--- config.mk ---
export PLATFORM = sky130hd
export DESIGN_NAME = pmw_ctrl
export DESIGN_NICKNAME = d
export VERILOG_FILES = /design/src/pmw_pkg.sv /design/src/pmw_ctrl.sv
export SDC_FILE = /design/constraint.sdc
export NUM_CORES = 1
export LEC_CHECK = 0
export BUFFER_PORTS_ARGS = -buffer_cell sky130_fd_sc_hd__buf_4
export CORE_AREA = 2 2 96 98
export CTS_CLUSTER_SIZE = 28
export DETAILED_ROUTE_END_ITERATION = 12
export DIE_AREA = 0 0 98 100
export PLACE_DENSITY = 0.74
export SLEW_MARGIN = 20
export SYNTH_ARGS = -nofsm -noshare
export SYNTH_HDL_FRONTEND = slang
export SYNTH_SLANG_ARGS = --single-unit
--- constraint.sdc ---
create_clock -name i_core_clk -period 3 [get_ports i_core_clk]
set_input_delay 0.3 -clock i_core_clk [delete_from_list [all_inputs] [get_ports i_core_clk]]
set_output_delay 0.3 -clock i_core_clk [all_outputs]
set_load 0.1 [all_outputs]
--- src/pmw_pkg.sv ---
package pmw_pkg;
  // ----------------------------------------------------------------
  // register map (byte addresses) and fields
  // ----------------------------------------------------------------
  localparam int ADDR_W = 8;
  localparam logic [7:0] OFF_CPU_REQ = 8'h00;
  localparam logic [7:0] OFF_MBOX_REQ = 8'h04;
  localparam logic [7:0] OFF_WAKE_EN = 8'h08;
  localparam logic [7:0] OFF_STATUS = 8'h0C;
  localparam logic [7:0] OFF_WAKE_CAUSE = 8'h10;
  localparam int REQ_GO_BIT = 0;
  localparam int REQ_MODE_LSB = 1;
  localparam int CTS_POL_BIT = 8;
  localparam int SRC_MBOX_BIT = 8;
  localparam logic [31:0] WAKE_EN_RST = 32'h0000_00FF;
  // ----------------------------------------------------------------
  // wake sources, index into the pin vector
  // ----------------------------------------------------------------
  localparam int NUM_WAKE = 8;
  localparam int WK_DP = 0;
  localparam int WK_DM = 1;
  localparam int WK_ID = 2;
  localparam int WK_VBUS = 3;
  localparam int WK_RX = 4;
  localparam int WK_CTS = 5;
  localparam int WK_CTL0 = 6;
  localparam int WK_RST = 7;
  localparam logic [7:0] PIN_RST = 8'hA0;
  localparam logic [7:0] MASK_L1 = 8'hFF;
  localparam logic [7:0] MASK_L2 = 8'hEF;
  localparam logic [7:0] MASK_L3 = 8'hE8;
  localparam logic [7:0] MASK_L4 = 8'h80;
  // ----------------------------------------------------------------
  // timing
  // ----------------------------------------------------------------
  localparam int CLK_PERIOD_NS = 100;
  localparam int PLL_LOCK_NS = 10000;
  localparam int PLL_LOCK_CYC = (PLL_LOCK_NS + CLK_PERIOD_NS - 1) / CLK_PERIOD_NS;
  localparam int POR_MIN_MS = 1;
  // ----------------------------------------------------------------
  // types
  // ----------------------------------------------------------------
  typedef enum logic [1:0] {
    MODE_SUSPEND_PHY_ON = 2'h0,
    MODE_SUSPEND_PHY_OFF = 2'h1,
    MODE_STANDBY_STATE = 2'h2,
    MODE_CORE_POWER_DOWN = 2'h3
  } pmw_mode_e;
  typedef enum logic [6:0] {
    ST_NORMAL = 7'h01,
    ST_SUSPEND_PHY_ON = 7'h02,
    ST_SUSPEND_PHY_OFF = 7'h04,
    ST_STANDBY_STATE = 7'h08,
    ST_CORE_POWER_DOWN = 7'h10,
    ST_WAKE_PLL = 7'h20,
    ST_WAKE_CLK = 7'h40
  } pmw_state_e;
  typedef struct packed {
    logic cpu_clk_en;
    logic pll_en;
    logic osc_en;
    logic periph_clk_en;
    logic phy_en;
    logic phy_u3;
    logic io_hold;
    logic mem_retain;
    logic core_power_off;
  } pmw_pwr_s;
  localparam logic [8:0] PWR_NORMAL = 9'h1F0;
  localparam logic [8:0] PWR_SUSP_PHY_ON = 9'h01E;
  localparam logic [8:0] PWR_SUSP_PHY_OFF = 9'h006;
  localparam logic [8:0] PWR_STANDBY = 9'h006;
  localparam logic [8:0] PWR_CORE_DOWN = 9'h001;
  localparam logic [8:0] PWR_WAKE_PLL = 9'h0D6;
  localparam logic [8:0] PWR_WAKE_CLK = 9'h1F6;
endpackage

--- src/pmw_ctrl.sv ---
// The address map and the Avalon-MM register port are this design's own decisions.
`timescale 1ns/1ps
module pmw_ctrl #(
  parameter int unsigned PLL_LOCK_CYCLES = pmw_pkg::PLL_LOCK_CYC
) (
  input wire logic i_core_clk,
  input wire logic i_rst_b,
  input wire logic [pmw_pkg::ADDR_W-1:0] i_avs_address,
  input wire logic i_avs_read,
  input wire logic i_avs_write,
  input wire logic [31:0] i_avs_writedata,
  input wire logic [3:0] i_avs_byteenable,
  output logic [31:0] o_avs_readdata,
  output logic o_avs_waitrequest,
  input wire logic i_usb2_dp,
  input wire logic i_usb2_dm,
  input wire logic i_id_pin_sense,
  input wire logic i_vbus_detect,
  input wire logic i_usb3_receive_pair_resume,
  input wire logic i_uart_cts,
  input wire logic i_parallel_port_control0,
  input wire logic i_hard_reset_b,
  output pmw_pkg::pmw_pwr_s o_pwr,
  output logic o_pc_reset,
  output logic o_device_restart
);
  import pmw_pkg::*;

  localparam int CHK_WAKE_MAX = 1000;

  // ----------------------------------------------------------------
  // helpers
  // ----------------------------------------------------------------
  // wake sources that each low-power state listens to
  function automatic logic [7:0] allowed_mask(input pmw_state_e st);
    logic [7:0] m;
    m = 8'h00;
    case (st)
      ST_SUSPEND_PHY_ON: m = MASK_L1;
      ST_SUSPEND_PHY_OFF: m = MASK_L2;
      ST_STANDBY_STATE: m = MASK_L3;
      ST_CORE_POWER_DOWN: m = MASK_L4;
      default: m = 8'h00;
    endcase
    return m;
  endfunction

  // power control pattern per state
  function automatic pmw_pwr_s state_ctrl(input pmw_state_e st);
    pmw_pwr_s p;
    p = pmw_pwr_s'(PWR_NORMAL);
    case (st)
      ST_NORMAL: p = pmw_pwr_s'(PWR_NORMAL);
      ST_SUSPEND_PHY_ON: p = pmw_pwr_s'(PWR_SUSP_PHY_ON);
      ST_SUSPEND_PHY_OFF: p = pmw_pwr_s'(PWR_SUSP_PHY_OFF);
      ST_STANDBY_STATE: p = pmw_pwr_s'(PWR_STANDBY);
      ST_CORE_POWER_DOWN: p = pmw_pwr_s'(PWR_CORE_DOWN);
      ST_WAKE_PLL: p = pmw_pwr_s'(PWR_WAKE_PLL);
      ST_WAKE_CLK: p = pmw_pwr_s'(PWR_WAKE_CLK);
      default: p = pmw_pwr_s'(PWR_NORMAL);
    endcase
    return p;
  endfunction

  // merge write data into a register under the byte enables
  function automatic logic [31:0] be_merge(input logic [31:0] old, input logic [31:0] wd,
                                           input logic [3:0] be);
    logic [31:0] m;
    m = {{8{be[3]}}, {8{be[2]}}, {8{be[1]}}, {8{be[0]}}};
    return (old & ~m) | (wd & m);
  endfunction

  // ----------------------------------------------------------------
  // pin synchronisers
  // ----------------------------------------------------------------
  logic [7:0] pins;
  logic [7:0] s1_q;
  logic [7:0] s2_q;
  logic [7:0] s3_q;
  logic [7:0] st_q;
  logic [7:0] st_d;
  logic [7:0] prev_q;
  logic [7:0] agree;
  logic [7:0] chg;

  assign pins = {i_hard_reset_b, i_parallel_port_control0, i_uart_cts,
                 i_usb3_receive_pair_resume, i_vbus_detect, i_id_pin_sense,
                 i_usb2_dm, i_usb2_dp};

  // three flops per pin; a level counts once stages two and three agree
  genvar g;
  for (g = 0; g < NUM_WAKE; g++) begin : g_sync
    always_ff @(posedge i_core_clk or negedge i_rst_b) begin
      if (!i_rst_b) begin
        s1_q[g] <= PIN_RST[g];
        s2_q[g] <= PIN_RST[g];
        s3_q[g] <= PIN_RST[g];
        st_q[g] <= PIN_RST[g];
        prev_q[g] <= PIN_RST[g];
      end else begin
        s1_q[g] <= pins[g];
        s2_q[g] <= s1_q[g];
        s3_q[g] <= s2_q[g];
        st_q[g] <= st_d[g];
        prev_q[g] <= st_q[g];
      end
    end
  end

  // filtered level and its change
  assign agree = ~(s2_q ^ s3_q);
  assign st_d = (agree & s3_q) | (~agree & st_q);
  assign chg = st_q ^ prev_q;

  // ----------------------------------------------------------------
  // avalon-mm slave
  // ----------------------------------------------------------------
  logic wait_q;
  logic [31:0] rdata_q;
  logic acc_wr;
  logic acc_rd;
  logic [31:0] wake_en_q;
  logic [7:0] cause_q;
  logic src_mbox_q;
  pmw_state_e state_q;
  pmw_state_e state_d;
  logic [31:0] rd_mux;
  logic hit_cpu;
  logic hit_mbox;
  logic hit_en;
  logic hit_stat;
  logic hit_cause;

  // address decode
  assign hit_cpu = (i_avs_address == OFF_CPU_REQ);
  assign hit_mbox = (i_avs_address == OFF_MBOX_REQ);
  assign hit_en = (i_avs_address == OFF_WAKE_EN);
  assign hit_stat = (i_avs_address == OFF_STATUS);
  assign hit_cause = (i_avs_address == OFF_WAKE_CAUSE);
  // a write takes effect at the edge where waitrequest is seen low
  assign acc_wr = i_avs_write && !wait_q;
  assign acc_rd = i_avs_read && wait_q;

  // read mux; unmapped and request registers read zero
  assign rd_mux = hit_en ? (wake_en_q & 32'h0000_01FF) :
                  hit_stat ? {23'h0, src_mbox_q, 1'b0, state_q} :
                  hit_cause ? {24'h0, cause_q} : 32'h0000_0000;

  // one wait cycle per access, then the answer for one edge
  always_ff @(posedge i_core_clk or negedge i_rst_b) begin
    if (!i_rst_b) begin
      wait_q <= 1'b1;
      rdata_q <= 32'h0000_0000;
    end else begin
      wait_q <= !((i_avs_read || i_avs_write) && wait_q);
      if (acc_rd) begin
        rdata_q <= rd_mux;
      end
    end
  end

  assign o_avs_waitrequest = wait_q;
  assign o_avs_readdata = rdata_q;

  // ----------------------------------------------------------------
  // suspend requests from firmware and the mailbox
  // ----------------------------------------------------------------
  logic req_fire;
  logic mbox_fire;
  pmw_mode_e req_mode;

  // the device keeps no record of open transactions
  assign req_fire = acc_wr && (hit_cpu || hit_mbox) && i_avs_byteenable[0]
                    && i_avs_writedata[REQ_GO_BIT];
  assign mbox_fire = req_fire && hit_mbox;
  assign req_mode = pmw_mode_e'(i_avs_writedata[REQ_MODE_LSB +: 2]);

  // ----------------------------------------------------------------
  // wake detection
  // ----------------------------------------------------------------
  logic [7:0] wake_ev;
  logic [7:0] wake_en_eff;
  logic [7:0] wake_hits;
  logic wake_go;
  logic rst_hit;
  logic cts_pol;

  assign cts_pol = wake_en_q[CTS_POL_BIT];
  // per-source wake conditions
  assign wake_ev[WK_DP] = chg[WK_DP];
  assign wake_ev[WK_DM] = chg[WK_DM];
  assign wake_ev[WK_ID] = chg[WK_ID];
  assign wake_ev[WK_VBUS] = st_q[WK_VBUS];
  assign wake_ev[WK_RX] = st_q[WK_RX];
  assign wake_ev[WK_CTS] = st_q[WK_CTS] ~^ cts_pol;
  assign wake_ev[WK_CTL0] = st_q[WK_CTL0];
  assign wake_ev[WK_RST] = ~st_q[WK_RST];
  // the hard-reset wake cannot be masked
  assign wake_en_eff = {1'b1, wake_en_q[6:0]};
  assign wake_hits = wake_ev & wake_en_eff & allowed_mask(state_q);
  assign wake_go = |wake_hits;
  assign rst_hit = wake_hits[WK_RST];

  // ----------------------------------------------------------------
  // software registers
  // ----------------------------------------------------------------
  logic [7:0] cause_set;
  logic [7:0] cause_clr;

  assign cause_set = wake_hits;
  assign cause_clr = (acc_wr && hit_cause && i_avs_byteenable[0]) ?
                     i_avs_writedata[7:0] : 8'h00;

  // enables, last requester and sticky wake cause (set beats clear)
  always_ff @(posedge i_core_clk or negedge i_rst_b) begin
    if (!i_rst_b) begin
      wake_en_q <= WAKE_EN_RST;
      src_mbox_q <= 1'b0;
      cause_q <= 8'h00;
    end else begin
      if (acc_wr && hit_en) begin
        wake_en_q <= be_merge(wake_en_q, i_avs_writedata, i_avs_byteenable);
      end
      if (req_fire && state_q == ST_NORMAL) begin
        src_mbox_q <= hit_mbox;
      end
      cause_q <= (cause_q & ~cause_clr) | cause_set;
    end
  end

  // ----------------------------------------------------------------
  // power state machine
  // ----------------------------------------------------------------
  logic [15:0] cnt_q;
  logic [15:0] cnt_d;
  logic lock_done;
  logic pcr_pend_q;
  logic rst_pend_q;

  assign lock_done = (cnt_q >= 16'(PLL_LOCK_CYCLES - 1));

  // state transitions
  always_comb begin
    state_d = state_q;
    case (state_q)
      ST_NORMAL: begin
        if (req_fire) begin
          case (req_mode)
            MODE_SUSPEND_PHY_ON: state_d = ST_SUSPEND_PHY_ON;
            MODE_SUSPEND_PHY_OFF: state_d = ST_SUSPEND_PHY_OFF;
            MODE_STANDBY_STATE: state_d = ST_STANDBY_STATE;
            default: state_d = ST_CORE_POWER_DOWN;
          endcase
        end
      end
      ST_SUSPEND_PHY_ON, ST_SUSPEND_PHY_OFF, ST_STANDBY_STATE, ST_CORE_POWER_DOWN: begin
        if (wake_go) begin
          state_d = ST_WAKE_PLL;
        end
      end
      ST_WAKE_PLL: begin
        if (lock_done) begin
          state_d = ST_WAKE_CLK;
        end
      end
      ST_WAKE_CLK: state_d = ST_NORMAL;
      default: state_d = ST_NORMAL;
    endcase
  end

  // pll lock counter runs only while waking
  assign cnt_d = (state_q == ST_WAKE_PLL) ? cnt_q + 16'h0001 : 16'h0000;

  // state, lock counter and the kind of wake that is pending
  always_ff @(posedge i_core_clk or negedge i_rst_b) begin
    if (!i_rst_b) begin
      state_q <= ST_NORMAL;
      cnt_q <= 16'h0000;
      pcr_pend_q <= 1'b0;
      rst_pend_q <= 1'b0;
    end else begin
      state_q <= state_d;
      cnt_q <= cnt_d;
      if (wake_go && state_q != ST_NORMAL) begin
        pcr_pend_q <= (state_q == ST_STANDBY_STATE);
        rst_pend_q <= rst_hit;
      end else if (state_q == ST_NORMAL) begin
        pcr_pend_q <= 1'b0;
        rst_pend_q <= 1'b0;
      end
    end
  end

  // ----------------------------------------------------------------
  // outputs
  // ----------------------------------------------------------------
  pmw_pwr_s pwr_q;
  logic pc_reset_q;
  logic restart_q;

  // power controls follow the next state so they change with the state
  always_ff @(posedge i_core_clk or negedge i_rst_b) begin
    if (!i_rst_b) begin
      pwr_q <= pmw_pwr_s'(PWR_NORMAL);
      pc_reset_q <= 1'b0;
      restart_q <= 1'b0;
    end else begin
      pwr_q <= state_ctrl(state_d);
      pc_reset_q <= (state_q == ST_WAKE_CLK) && pcr_pend_q && !rst_pend_q;
      restart_q <= (state_q == ST_WAKE_CLK) && rst_pend_q;
    end
  end

  assign o_pwr = pwr_q;
  assign o_pc_reset = pc_reset_q;
  assign o_device_restart = restart_q;
endmodule

==> flow_metrics.py <==
metrics = {
    "drt": {
        "drc": 0,
        "routed_wirelength_um": 7820,
        "drtIter0Drc": 167,
        "firstDrtPassIters": 4,
        "num_vias": 2809,
        "post_drt_wl_per_cell_um": 14.5,
        "postRouteAntennaNets": 0,
        "viasPerCell": 5.21,
    },
    "timing": {
        "worst_slew_pin_slew_ns": 0.798,
        "hold_violations": 2,
        "fin_setup_tns_ns": 0,
        "post-route-min-period_ns": 2.03,
        "period_share": 0.676,
        "fmax_mhz": 493,
        "setup_violations": 0,
        "slew_headroom": 0.468,
        "skew_ns": 0.0164,
        "finalMaxSlewViolations": 0,
        "whs_ns": -0.0128,
        "rsz0062_at_grt": "false",
    },
    "clocking": {
        "cts_root_buffer": "clkbuf_8",
        "htreeDepth": 3,
        "clk_pin_slew_ns": 0.10,
        "cts_resized": 0,
        "cts_tree": "done",
        "clk_latency_ns": 0.37,
        "postCtsHoldBufs": 0,
        "clock_sinks": 96,
        "clk_path_buf_depth": 2,
        "post_cts_buffers": 0,
        "cts_buffers": 9,
    },
    "run_status": {
        "outcome": "finished with violations",
        "violations": "negative hold slack",
    },
    "grt": {
        "grt_pass1_vias": 2791,
        "grt_usage": 0.172,
        "grt_pass1_wl_um": 13400,
        "antenna_found_initial": 0,
        "grt_max_degree": 94,
        "overflow": 0,
    },
    "floorplan": {
        "row_count": 35,
        "start_util": 0.482,
        "die_h_um": 100,
        "die-area_mm2": 0.00980,
        "io_pins": 100,
        "fp.dieW_um": 98,
        "coreArea_mm2": 0.00889,
    },
    "synth": {
        "synth_edf_count": 0,
        "syn-cell-area_mm2": 0.00428,
        "synthFlopType": "dfrtp_1",
        "synth_cell_types": 59,
        "netlist_instances": 376,
        "synth.avg_cell_area_um2": 11.4,
        "seq_area_frac_synth": 0.567,
        "synth-seq-cells": 96,
        "ys_warn_count": 0,
        "postSynth.asyncResetShare": 1.00,
    },
    "worst_setup_path": {
        "cp.arrival_ns": 2.30,
        "worstSetupStartpointType": "flip-flop",
        "path_class": "reg -> reg",
        "cp.required_ns": 3.27,
        "path_max_fanout": 13,
        "crit_path_end_kind": "flip-flop",
    },
    "finish": {
        "nets": 480,
        "synthToLayoutAreaGrowth_pct": 12.8,
        "antenna_cells": 0,
        "fillCellCount": 769,
        "utilization": 0.543,
        "drive_above_1_share": 0.231,
    },
    "power": {
        "peakVddDrop_v": 0.000265,
        "p_sw_frac": 0.337,
        "power.total_mw": 2.86,
        "powerDensity_mw_per_mm2": 591,
        "leakage_nw": 2.11,
        "combPwrFrac": 0.209,
        "switching_power_uw": 963,
        "power.internal_mw": 1.89,
        "clock_power_share": 0.294,
        "p_seq_frac": 0.497,
    },
    "place": {
        "place.gp.congestion": 0.873,
        "port_buffers": 51,
        "hpwl_um": 5510,
    },
    "worst_hold_path": {
        "hold_path.class": "in -> async",
    },
    "job": {
        "maxCapViolations": 0,
    },
}
-- logic make-up (layout without fill, tap and decap cells) --
family	Yosys count	count (layout)	share of synthesized area
other	1	23	0.000876
adders and majority gates	9	9	0.0216
DFF	96	96	0.567
and+or+nand+nor	124	124	0.157
buffers and inverters	52	82	0.0745
xor gates and xnor gates	18	18	0.0368
AOI/OAI and AO/OA	65	65	0.114
muxes	11	11	0.0283
-- per-layer routing --
metal  track usage  vias to the layer above  wire [um]
li1              -                     1363          -
met1         0.230                     1357       3440
met2         0.268                       73       3840
met3        0.0362                       16        321
met4        0.0855                        0        224
met5             0                        -          0
-- synthesized netlist by cell type, types with 8 or more instances --
library cell  count  area [um^2]
a22o_1            8         70.1
buf_4            27          203
dfrtp_1          75         1880
dfstp_2          21          552
inv_1            12         45.0
maj3_1            8         80.1
mux2_1            9          101
nand2_1          35          131
nand3_1           9         45.0
nor2_1           23         86.3
nor3_1            9         45.0
o21ai_0          18         90.1
o2bb2ai_1         8         70.1
xor2_1           13          114
-- area by class of cell --
class | count | area (um^2) | share of cell area
repair buffers | 54 | 409 | 0.0847
clock buffers | 11 | 131 | 0.0272
well taps | 111 | 139 | 0.0288
flip-flops and latches | 96 | 2430 | 0.503
multi-input cells | 250 | 1620 | 0.335
inverters | 12 | 45.0 | 0.00933
clock inverters | 5 | 58.8 | 0.0122
-- layout by cell type (no fill, tap or decap), types with 3 or more instances in the layout --
cell / netlist / final
nand3_1: 9 / 9
o21ai_1: 7 / 7
conb_1: 1 / 23
buf_4: 27 / 53
nor2_1: 23 / 23
a21oi_1: 4 / 4
dfstp_2: 21 / 21
nand2_1: 35 / 35
inv_1: 12 / 12
nand2b_1: 6 / 6
o21ai_0: 18 / 18
or3_1: 5 / 5
xnor2_1: 5 / 5
nand4_1: 6 / 6
nor3_1: 9 / 9
a22o_1: 8 / 8
mux2_1: 9 / 9
dfrtp_1: 75 / 75
xor2_1: 13 / 13
nor4_1: 4 / 4
maj3_1: 8 / 8
nor3b_1: 3 / 3
clkbuf_8: 0 / 9
and4_1: 3 / 3
and3_1: 3 / 3
and2_1: 3 / 3
o2bb2ai_1: 8 / 8
-- critical path, cell delays in order, from the launching register on --
cell and delay [ns]:
dfrtp_1 0.67, xor2_1 0.14, o211ai_2 0.31, a31oi_2 0.14, nor4_1 0.52, o211ai_2 0.15
-- final timing paths --
| kind | end | slack (ns) | cells after the start | from |
|---|---|---|---|---|
| min reg2reg | s2_q[3] | 0.35 | 0 | s1_q[3] |
| max reg2reg | o_pwr[4] | 0.97 | 5 | state_q[1] |
| min in group i_core_clk | s1_q[1] | 0.04 | 1 | i_usb2_dm |
| max in group asynchronous | s3_q[5] | 2.35 | 2 | i_rst_b |
| min | cause_q[5] | -0.01 | 1 | i_rst_b |
| max | o_pwr[4] | 0.97 | 5 | state_q[1] |
-- power groups by stage --
stage | combinational, mW | sequential, mW | clock (mW)
floorplan | 0.378 | 1.57 | 0
global placement | 0.592 | 1.44 | 0
detailed placement | 0.597 | 1.45 | 0
CTS | 0.598 | 1.42 | 0.867
global route | 0.628 | 1.43 | 0.924
finish | 0.596 | 1.42 | 0.840
-- per-stage QoR --
| stage | instances | worst slack, ns | hold slack [ns] | cell area, um^2 |
|---|---|---|---|---|
| 6_report | 539 | 0.972 | -0.0128 | 4830 |
| 5_1_grt | 539 | 0.765 | 0.0127 | 4830 |
| 4_1_cts | 539 | 0.991 | 0.0219 | 4830 |
| 3_5_place_dp | 523 | 0.818 | 0.335 | 4640 |
| 3_3_place_gp | 523 | 0.833 | 0.332 | 4640 |
| 2_1_floorplan | 398 | 1.13 | 0.00441 | 4370 |
Note: power is estimated with default switching activity, not from simulation.
